<file path="src/common/cgp_regs.svh">
`ifndef CGP_REGS_SVH
`define CGP_REGS_SVH
`define CGP_CLK_NS     25
`define CGP_MS_NS      1000000
`define CGP_MS_CYCLES  (`CGP_MS_NS / `CGP_CLK_NS)
`define CGP_LED_MS     16'h00FA
`define CGP_GUARD_BASE 11'h700
`define CGP_SYNC_ID    11'h080
`define CGP_TX_BASE    11'h180
`define CGP_RX_BASE    11'h200
`define CGP_ID_STEP    11'h100
`define CGP_NMT_STOP   7'h04
`define CGP_NMT_OPER   7'h05
`define CGP_NMT_PREOP  7'h7F
`define CGP_HB_BYTE    8'h05
`define CGP_TT_CHANGE  8'hFF
`define CGP_TT_EVENT   8'hFE
`define CGP_TT_SYNCMAX 8'hF0
`define CGP_TT_ACYC    8'h00
`define CGP_DLC_STATE  4'h1
`define CGP_DLC_PDO    4'h8
`define CGP_DLC_RTR    4'h0
`define CGP_FIFO_DEPTH 4
`endif

</file>
<file path="src/common/cgp_pkg.sv">
package cgp_pkg;
   typedef struct packed {
      logic [10:0] id;
      logic        rtr;
      logic [3:0]  dlc;
      logic [63:0] data;
   } cgp_frame_type;
   typedef enum {K_NONE, K_BOOT, K_GUARD, K_HB, K_PDO} cgp_kind_type;
endpackage

</file>
<file path="src/logic/cgp_node.sv">
// Contract
// RL1 - master guards with a zero-length remote frame on guarding base plus node
// RL2 - guarding query answered with one state byte on guarding id plus node
// RL3 - state byte bit 7 toggles on each successive guarding reply
// RL4 - state byte low bits: 4 stopped, 5 operational, 127 pre-operational
// RL5 - reply promptly to each query; master times the window
// RL6 - after boot send one frame on guarding id, one byte of zero
// RL7 - nonzero producer period sends periodic byte 05h, toggle clear
// RL8 - network delivers a guarding frame within each consumer period
// RL9 - consumer period elapsing without guarding frame raises loss flag
// RL10 - process data needs no acknowledgement either way
// RL11 - four transmit and four receive process data objects
// RL12 - every process data object carries exactly eight bytes
// RL13 - 11-bit ids default from type and node, each reconfigurable
// RL14 - transmit ids 181h..481h plus node, carrying bytes 1-32 in order (code defaults to 180h..480h plus node)
// RL15 - receive ids 201h..501h plus node, supplying bytes 1-32 in order (code defaults to 200h..500h plus node)
// RL16 - type 255 sends whenever any contained byte changes
// RL17 - type 0 sends on SYNC only if a byte changed
// RL18 - type n in 1..240 sends after every n SYNC frames
// RL19 - type 254/255 with nonzero event timer N sends every N ms
// RL20 - zero-length remote frame on a transmit id sends that object
// RL21 - process data transmitted only while operational
// RL22 - receive type fixed 255, data passed on immediately
// RL23 - status indicator flashes red/green until first data exchange
// RL24 - process data also reachable via diagnostic service access path (code: diagAccess only marks an exchange for the indicator)
`timescale 1ns/10ps
`include "cgp_regs.svh"

module cgp_fifo #(
   parameter int W = 8,
   parameter int D = 4
) (
   input  wire logic         clk_sys,
   input  wire logic         sys_rst,
   input  wire logic         inValid,
   output logic              inReady,
   input  wire logic [W-1:0] inData,
   output logic              outValid,
   input  wire logic         outReady,
   output logic      [W-1:0] outData
);
   localparam int AW = $clog2(D);
   typedef struct packed {
      logic [D-1:0][W-1:0] mem;
      logic [AW-1:0]       wPtr;
      logic [AW-1:0]       rPtr;
      logic [AW:0]         count;
   } cgp_fifo_st_type;
   cgp_fifo_st_type s;
   cgp_fifo_st_type next_s;
   logic wr;
   logic rd;

   assign inReady  = s.count != (AW+1)'(D);
   assign outValid = s.count != '0;
   assign outData  = s.mem[s.rPtr];
   assign wr       = inValid && inReady;
   assign rd       = outValid && outReady;

   always_comb begin
      next_s = s;
      if (wr) begin
         next_s.mem[s.wPtr] = inData;
         next_s.wPtr = AW'(s.wPtr + 1'b1);
      end
      if (rd) begin
         next_s.rPtr = AW'(s.rPtr + 1'b1);
      end
      next_s.count = (AW+1)'(s.count + {AW'(0), wr} - {AW'(0), rd});
   end

   always_ff @(posedge clk_sys) begin
      if (sys_rst) begin
         s <= '0;
      end else begin
         s <= next_s;
      end
   end
endmodule

module cgp_node #(
   parameter int MS_CYCLES = `CGP_MS_CYCLES
) (
   input  wire logic                  clk_sys,
   input  wire logic                  sys_rst,
   input  wire logic [6:0]            nodeId,
   input  wire logic [6:0]            nmtState,
   input  wire logic [15:0]           prodHbMs,
   input  wire logic [15:0]           consHbMs,
   input  wire logic                  hbLossClr,
   input  wire logic [3:0][7:0]       txType,
   input  wire logic [3:0][15:0]      eventMs,
   input  wire logic [3:0][10:0]      txCobId,
   input  wire logic [3:0][10:0]      rxCobId,
   input  wire logic                  cfgChange,
   input  wire logic                  diagAccess,
   input  wire logic                  rxValid,
   input  wire cgp_pkg::cgp_frame_type rxFrame,
   output logic                       txValid,
   input  wire logic                  txReady,
   output cgp_pkg::cgp_frame_type     txFrame,
   input  wire logic [255:0]          process_bytes_in,
   output logic [255:0]               process_bytes_out,
   output logic                       rxUpdate,
   output logic                       hbLoss,
   output logic                       ledRed,
   output logic                       ledGreen
);
   import cgp_pkg::*;

   typedef struct packed {
      logic [15:0]       msCnt;
      logic              bootPend;
      logic              guardPend;
      logic              toggle;
      logic              hbPend;
      logic [15:0]       hbCnt;
      logic [15:0]       consCnt;
      logic              hbLoss;
      logic [3:0]        pend;
      logic [3:0][7:0]   syncCnt;
      logic [3:0][15:0]  evtCnt;
      logic [3:0][63:0]  lastSent;
      logic [255:0]      rxImage;
      logic              rxUpd;
      logic              exchanged;
      logic [15:0]       ledCnt;
      logic              ledPhase;
   } cgp_node_st_type;

   cgp_node_st_type s;
   cgp_node_st_type next_s;
   cgp_frame_type   fr;
   cgp_kind_type    kind;
   logic            push;
   logic            fifoReady;
   logic            msTick;
   logic            guardRx;
   logic            syncRx;
   logic            oper;
   logic [10:0]     guardId;
   logic [3:0][10:0] txId;
   logic [3:0][10:0] rxId;
   logic [3:0]      rxHit;
   logic [1:0]      sel;

   assign guardId = 11'(`CGP_GUARD_BASE + {4'h0, nodeId});
   assign oper    = nmtState == `CGP_NMT_OPER;
   assign msTick  = s.msCnt == 16'(MS_CYCLES - 1);
   assign guardRx = rxValid && rxFrame.id == guardId;
   assign syncRx  = rxValid && !rxFrame.rtr && rxFrame.id == `CGP_SYNC_ID;

   // zero override keeps the node-derived default id
   always_comb begin
      for (int i = 0; i < 4; i++) begin
         txId[i] = (txCobId[i] != '0) ? txCobId[i]                   // [RL13]
                 : 11'(`CGP_TX_BASE + i * `CGP_ID_STEP + nodeId);    // [RL14]
         rxId[i] = (rxCobId[i] != '0) ? rxCobId[i]
                 : 11'(`CGP_RX_BASE + i * `CGP_ID_STEP + nodeId);    // [RL15]
         rxHit[i] = rxValid && !rxFrame.rtr && rxFrame.id == rxId[i]
                 && rxFrame.dlc == `CGP_DLC_PDO;                     // [RL11]
      end
   end

   // fixed priority: boot, guard reply, heartbeat, lowest object
   always_comb begin
      fr = '0;
      kind = K_NONE;
      sel = 2'h0;
      for (int i = 3; i >= 0; i--) begin
         if (s.pend[i]) begin
            sel = 2'(i);
         end
      end
      fr.id = guardId;
      fr.dlc = `CGP_DLC_STATE;
      if (s.bootPend) begin
         kind = K_BOOT;                                              // [RL6]
      end else if (s.guardPend) begin
         kind = K_GUARD;                                             // [RL2]
         fr.data[7:0] = {s.toggle, nmtState};                        // [RL4]
      end else if (s.hbPend) begin
         kind = K_HB;
         fr.data[7:0] = `CGP_HB_BYTE;                                // [RL7]
      end else if (s.pend != '0) begin
         kind = K_PDO;
         fr.id = txId[sel];
         fr.dlc = `CGP_DLC_PDO;                                      // [RL12]
         fr.data = process_bytes_in[sel*64 +: 64];
      end
      push = kind != K_NONE;
   end

   always_comb begin
      next_s = s;
      next_s.rxUpd = 1'b0;
      next_s.msCnt = msTick ? 16'h0000 : 16'(s.msCnt + 1'b1);
      // clears from a taken frame first so a new event in this cycle wins
      if (push && fifoReady) begin
         case (kind)
            K_BOOT: next_s.bootPend = 1'b0;
            K_GUARD: begin
               next_s.guardPend = 1'b0;
               next_s.toggle = !s.toggle;                            // [RL3]
            end
            K_HB: next_s.hbPend = 1'b0;
            K_PDO: begin
               next_s.pend[sel] = 1'b0;
               next_s.lastSent[sel] = fr.data;
               next_s.exchanged = 1'b1;
            end
            default: next_s.bootPend = s.bootPend;
         endcase
      end
      // answered as soon as the queue has room
      if (guardRx && rxFrame.rtr && rxFrame.dlc == `CGP_DLC_RTR) begin
         next_s.guardPend = 1'b1;                                    // [RL5]
      end
      if (prodHbMs == '0) begin
         next_s.hbCnt = '0;
      end else if (msTick) begin
         if (s.hbCnt >= 16'(prodHbMs - 1'b1)) begin
            next_s.hbCnt = '0;
            next_s.hbPend = 1'b1;                                    // [RL7]
         end else begin
            next_s.hbCnt = 16'(s.hbCnt + 1'b1);
         end
      end
      // saturating watchdog; loss stays flagged until hbLossClr
      if (guardRx || consHbMs == '0) begin
         next_s.consCnt = '0;                                        // [RL8]
      end else if (msTick && s.consCnt != consHbMs) begin
         next_s.consCnt = 16'(s.consCnt + 1'b1);
      end
      if (hbLossClr) begin
         next_s.hbLoss = 1'b0;
      end
      if (consHbMs != '0 && s.consCnt == consHbMs && !guardRx) begin
         next_s.hbLoss = 1'b1;                                       // [RL9]
      end
      for (int i = 0; i < 4; i++) begin
         // compare to the copy just taken, so a sent object never pends twice
         if (txType[i] == `CGP_TT_CHANGE
             && process_bytes_in[i*64 +: 64] != next_s.lastSent[i]) begin
            next_s.pend[i] = 1'b1;                                   // [RL16]
         end
         if (syncRx) begin
            if (txType[i] == `CGP_TT_ACYC
                && process_bytes_in[i*64 +: 64] != next_s.lastSent[i]) begin
               next_s.pend[i] = 1'b1;                                // [RL17]
            end
            if (txType[i] != `CGP_TT_ACYC
                && txType[i] <= `CGP_TT_SYNCMAX) begin
               if (8'(s.syncCnt[i] + 1'b1) >= txType[i]) begin
                  next_s.syncCnt[i] = '0;
                  next_s.pend[i] = 1'b1;                             // [RL18]
               end else begin
                  next_s.syncCnt[i] = 8'(s.syncCnt[i] + 1'b1);
               end
            end
         end
         if ((txType[i] == `CGP_TT_EVENT || txType[i] == `CGP_TT_CHANGE)
             && eventMs[i] != '0) begin
            if (msTick) begin
               if (16'(s.evtCnt[i] + 1'b1) >= eventMs[i]) begin
                  next_s.evtCnt[i] = '0;
                  next_s.pend[i] = 1'b1;                             // [RL19]
               end else begin
                  next_s.evtCnt[i] = 16'(s.evtCnt[i] + 1'b1);
               end
            end
         end else begin
            next_s.evtCnt[i] = '0;
         end
         if (rxValid && rxFrame.rtr && rxFrame.id == txId[i]
             && rxFrame.dlc == `CGP_DLC_RTR) begin
            next_s.pend[i] = 1'b1;                                   // [RL20]
         end
         // requests outside operational are dropped, not deferred
         if (!oper) begin
            next_s.pend[i] = 1'b0;                                   // [RL21]
         end
         // fire and forget: nothing waits for an answer
         if (rxHit[i]) begin
            next_s.rxImage[i*64 +: 64] = rxFrame.data;               // [RL22]
            next_s.rxUpd = 1'b1;                                     // [RL10]
            next_s.exchanged = 1'b1;
         end
      end
      if (cfgChange) begin
         next_s.exchanged = 1'b0;
      end
      if (diagAccess || (push && fifoReady && kind == K_PDO)
          || rxHit != '0) begin
         next_s.exchanged = 1'b1;                                    // [RL24]
      end
      if (msTick) begin
         if (s.ledCnt >= 16'(`CGP_LED_MS - 1'b1)) begin
            next_s.ledCnt = '0;
            next_s.ledPhase = !s.ledPhase;
         end else begin
            next_s.ledCnt = 16'(s.ledCnt + 1'b1);
         end
      end
   end

   always_ff @(posedge clk_sys) begin
      if (sys_rst) begin
         s <= '0;
         s.bootPend <= 1'b1;
      end else begin
         s <= next_s;
      end
   end

   // queue between frame builder and controller; full stalls arbitration
   cgp_fifo #(
      .W ($bits(cgp_frame_type)),
      .D (`CGP_FIFO_DEPTH)
   ) txQueue (
      .clk_sys  (clk_sys),
      .sys_rst  (sys_rst),
      .inValid  (push),
      .inReady  (fifoReady),
      .inData   (fr),
      .outValid (txValid),
      .outReady (txReady),
      .outData  (txFrame)
   );

   assign process_bytes_out = s.rxImage;
   assign rxUpdate = s.rxUpd;
   assign hbLoss   = s.hbLoss;
   assign ledRed   = !s.exchanged && s.ledPhase;                     // [RL23]
   assign ledGreen = s.exchanged || !s.ledPhase;

   property p_guard_len;
      @(posedge clk_sys) disable iff (sys_rst)
      push && fifoReady && kind == K_GUARD |-> fr.dlc == 4'h1;
   endproperty
   a_guard_len: assert property (p_guard_len) else $error("bad dlc"); // [RL2]

   property p_toggle;
      @(posedge clk_sys) disable iff (sys_rst)
      push && fifoReady && kind == K_GUARD |=> s.toggle != $past(s.toggle);
   endproperty
   a_toggle: assert property (p_toggle) else $error("no toggle"); // [RL3]

   property p_state;
      @(posedge clk_sys) disable iff (sys_rst)
      kind == K_GUARD |-> fr.data[6:0] == nmtState && fr.data[7] == s.toggle;
   endproperty
   a_state: assert property (p_state) else $error("bad state byte"); // [RL4]

   property p_boot;
      @(posedge clk_sys) disable iff (sys_rst)
      $fell(sys_rst) |-> kind == K_BOOT && fr.data == '0 && fr.dlc == 4'h1;
   endproperty
   a_boot: assert property (p_boot) else $error("bootup frame"); // [RL6]

   property p_hb;
      @(posedge clk_sys) disable iff (sys_rst)
      kind == K_HB |-> fr.data[7:0] == 8'h05 && fr.id == guardId;
   endproperty
   a_hb: assert property (p_hb) else $error("heartbeat frame"); // [RL7]

   property p_loss;
      @(posedge clk_sys) disable iff (sys_rst)
      consHbMs != '0 && s.consCnt == consHbMs && !guardRx |=> hbLoss;
   endproperty
   a_loss: assert property (p_loss) else $error("loss missed"); // [RL9]

   property p_oper;
      @(posedge clk_sys) disable iff (sys_rst)
      !oper ##1 !oper |-> kind != K_PDO;
   endproperty
   a_oper: assert property (p_oper) else $error("pdo not oper"); // [RL21]

   property p_pdo_len;
      @(posedge clk_sys) disable iff (sys_rst)
      kind == K_PDO |-> fr.dlc == 4'h8
      && fr.data == process_bytes_in[sel*64 +: 64];
   endproperty
   a_pdo_len: assert property (p_pdo_len) else $error("pdo len"); // [RL12]

   property p_rx;
      @(posedge clk_sys) disable iff (sys_rst)
      rxHit[0] |=> rxUpdate && process_bytes_out[63:0] == $past(rxFrame.data);
   endproperty
   a_rx: assert property (p_rx) else $error("rx not passed"); // [RL22]

   property p_rtr;
      @(posedge clk_sys) disable iff (sys_rst)
      oper && rxValid && rxFrame.rtr && rxFrame.dlc == 4'h0
      && rxFrame.id == txId[0] ##1 oper |-> s.pend[0];
   endproperty
   a_rtr: assert property (p_rtr) else $error("rtr lost"); // [RL20]

   c_guard: cover property (@(posedge clk_sys) push && kind == K_GUARD);
   c_pdo: cover property (@(posedge clk_sys)
      push && fifoReady && kind == K_PDO);
   c_loss: cover property (@(posedge clk_sys) $rose(hbLoss));
   c_full: cover property (@(posedge clk_sys) push && !fifoReady);
endmodule

</file>
<file path="config.mk">
export PLATFORM = sky130hd
export DESIGN_NAME = cgp_node
export DESIGN_NICKNAME = d
export VERILOG_FILES = /design/src/common/cgp_pkg.sv /design/src/logic/cgp_node.sv
export VERILOG_INCLUDE_DIRS = /design/src /design/src/common
export SDC_FILE = /design/constraint.sdc
export NUM_CORES = 2
export LEC_CHECK = 0
export ABC_AREA = 1
export ABC_CLOCK_PERIOD_IN_PS = 3240
export BUFFER_PORTS_ARGS = -buffer_cell sky130_fd_sc_hd__buf_2
export CAP_MARGIN = 20
export CELL_PAD_IN_SITES_DETAIL_PLACEMENT = 0
export CELL_PAD_IN_SITES_GLOBAL_PLACEMENT = 1
export CORE_MARGIN = 1.5
export CORE_UTILIZATION = 37
export CTS_CLUSTER_DIAMETER = 80
export DETAILED_ROUTE_END_ITERATION = 8
export PLACE_DENSITY = 0.86
export SLEW_MARGIN = 20
export SYNTH_ARGS = -nofsm -noshare
export SYNTH_HDL_FRONTEND = slang
export SYNTH_HIERARCHICAL = 1
export SYNTH_SLANG_ARGS = --single-unit
</file>
<file path="constraint.sdc">
create_clock -name clk_sys -period 3.24 [get_ports clk_sys]
set_clock_uncertainty 0.05 [all_clocks]
set_input_delay 0.162 -clock clk_sys [delete_from_list [all_inputs] [get_ports clk_sys]]
set_output_delay 0.162 -clock clk_sys [all_outputs]
set_load 0.1 [all_outputs]
</file>
==> flow_summary.ini <==
[final_layout]
fill_cells = 16500
seqCellArea_sq_um = 20300
drive_gt1_frac = 0.189
multi_input_area_sq_um = 31000
areaGrowthSynthToFinish_pct = 28.3
nets = 11300

[global_routing]
grt_overflow = 0
grt_pass1_vias = 62100
grt_pass1_wl_mm = 408
grt_max_degree = 211
track_usage = 0.335
antenna_found_initial = 105

[clock_tree]
cts_buffers = 130
cts_tree = built
insertion_delay_ps = 810
cts.sinks = 1011
cts.clk_slew.worst_paths_ps = 60
cts_root_buffer = clkbuf_16
htreeDepth = 4
clock_path_buffers = 3

[yosys]
synth_top_family_by_area = simple AND/OR/NAND/NOR gates
yosys.area_share.simple = 0.323
synth-adder-area-share = 0.0281
synth_top_area_share = 0.337
async_flop_share = 0
ys_types = 53
synthMuxAreaShare = 0
netlist_area_sq_um = 60000
yosys_warnings = 6
syn_area_per_cell_sq_um = 6.31
synth-seq-cells = 1011
synthTopCellsByArea = dfxtp_1 34%, nand2_1 14%, inv_1 9.3%
synth_compound_area_frac = 0.124
seq_area_frac_synth = 0.337
netlist_instances = 9509
synth_ff_type = dfxtp_1
synth_edf_count = 0
synth_xor_area_frac = 0.0254
yosysTopAreaCell = dfxtp_1

[sta]
hold_viol = 0
setup_tns_ps = -34.1
setup_viol = 1
slew_headroom = 0.331
slew_violations = 0
worst_slew_pin_slew_ps = 1000
layout_setup_ws_ps = -34.1
hold_ws_ps = 30.5
fmax_mhz = 305
fin_crit_sh = 1.01
rsz0062_at_grt = true
fin_crit_ps = 3270

[status]
status = finished with violations
violations = setup timing

[drt]
wl_mm = 289
routedWlPerCell_um = 22.3
drtAntennaViolNets = 0
drtIter0Drc = 6989
drt_first_pass_iters = 6
via_count = 67400
routed_via_density = 5.20
drc = 0

[worst_hold_path]
min_path_type = input port to register
min-delay-start = prodHbMs[10]

[flow_run]
cap_violations = 0

[power]
p_total_mw = 42.8
peakVddDrop_uv = 767
leakage_nw = 38.0
power_density_nw_per_um2 = 555

[floorplanning]
fp.dieW_um = 406
ios = 914
initial_utilization = 0.373
num_rows = 147
die_y_um = 406
dieArea_sq_um = 165000
core_area_sq_um = 161000

[setup_path]
worstPathRequired_ps = 3860
start_kind = register
crit_path_max_fanout = 15
r2r-start = s[627]
worst_ep_arrival_time_ps = 3890
path_class = register to register
endpoint_kind = register
crit_path_start = s[627]

[placed_design]
portBuffers = 913
hpwlAfterDp_mm = 215
gp_congestion = 1.01
## synthesized netlist by cell type (2+ instances only)
cell and instances:
nor2_2 4, or2_2 52, o21bai_1 26, nor3b_1 8, nand3_1 575, a41oi_1 2, inv_1 1487, o211ai_1 47
o2111ai_1 2, a22oi_1 24, buf_2 185, nand3b_1 39, buf_4 269, inv_2 8, o21a_1 10, nor2_1 1159
o31ai_1 3, o22ai_1 93, a211oi_1 10, o2111a_1 2, o221ai_1 5, and3_1 8, nand2_2 7, xnor2_1 31
nor3_1 70, nand2_1 2210, nor2_4 4, o21ai_0 584, or2_0 2, nand3_2 3, xor2_1 143, ha_1 133
nand4_1 373, nor4_1 42, buf_1 53, a21oi_1 539, buf_6 11, a221oi_1 5, clkbuf_1 227, dfxtp_1 1011
o21ai_1 22, clkinv_1 10
## registers in the layout (all words and copies together), names as in the netlist
register / flops
s: 426
txQueue/s: 327
process_bytes_out: 256
hbLoss: 1
rxUpdate: 1
## worst max-delay path, cell delays in order (launching register included)
cell and delay [ps]:
dfxtp_2 330, nor2_4 160, buf_12 210, buf_4 310
nand3_1 110, nand2_1 90, nor2_1 60, nand2_1 370
o21ai_0 210, xor2_1 170, nor2_1 100, nand2_1 200
nor2_1 140, nand2_1 70, nor2_1 140, nand3_2 210
nand2_1 140, a21oi_2 50
## power breakdown
group	leakage [nW]	internal, mW	switching (mW)	total (mW)
sequential	8.18	13.1	0.355	13.5
combinational	27.7	3.51	10.7	14.2
clock	2.14	8.65	6.41	15.1
## path summary, 6_finish.rpt
check                           depth (start not counted)      to  slack [ps]
worst max-delay path                                   17  s[630]         -30
worst min-delay path                                    5  s[664]          30
worst max register to register                         17  s[630]         -30
worst min register to register                          2   s[16]         390
## stage by stage
step	cell area, sq um	utilization	setup slack, ps	cells
3_5_place_dp	68500	0.426	-697	12400
4_1_cts	75600	0.470	2.58	12900
3_3_place_gp	68500	0.426	-640	12400
6_report	77000	0.479	-34.1	13000
2_1_floorplan	60000	-	8.68	9511
5_1_grt	77000	0.479	-170	12900
## placed cells by master (no fill, tap or decap), drive strengths merged, types with 39 or more instances in the layout
master          n
dlygate4sd3   220
o211ai         47
o21ai         607
clkinv         39
nor3           70
dfxtp        1011
nor4           42
nand4         373
nor2         1167
clkbuf        186
or2            54
a21oi         540
ha            133
buf          1512
nand3b         39
nand2        2218
inv          1505
o22ai          93
diode          63
nand3         579
xor2          143
## routing by layer
metal,vias to the layer above,share of wire,wire (um),global-route usage
met4,48,0.057,16500,0.174
met2,3080,0.44,127000,0.521
li1,32200,-,-,-
met3,679,0.088,25500,0.0693
met1,31400,0.41,119000,0.435
met5,-,0.0010,298,0
## cell type report
type | count | area share
Multi-Input combinational cell | 6249 | 0.403
Sequential cell | 1011 | 0.263
Timing Repair Buffer | 1738 | 0.166
Inverter | 1506 | 0.0737
Clock buffer | 181 | 0.0477
Tap cell | 2160 | 0.0351
Clock inverter | 53 | 0.00964
Antenna cell | 63 | 0.00205
## cell families (layout without fill, tap and decap cells)
kind of cell / after synthesis / count (layout)
buffers and inverters: 2251 / 3478
other: 1 / 66
xor gates and xnor gates: 174 / 174
adders and majority gates: 134 / 134
DFF: 1011 / 1011
and+or+nand+nor: 4558 / 4558
AOI/OAI and AO/OA: 1380 / 1380
## timing repair
| action | CTS | global route |
|---|---|---|
| setup buffers | 25 | 36 |
| hold buffers | 219 | 1 |
| cloned | 1 | 6 |
| setup endpoints to repair | 42 | 78 |
| endpoints found under the hold margin | 439 | 2 |
| resized for setup | 58 | 225 |
| pin swaps | 20 | 69 |
(Power assumes the default switching activity.)
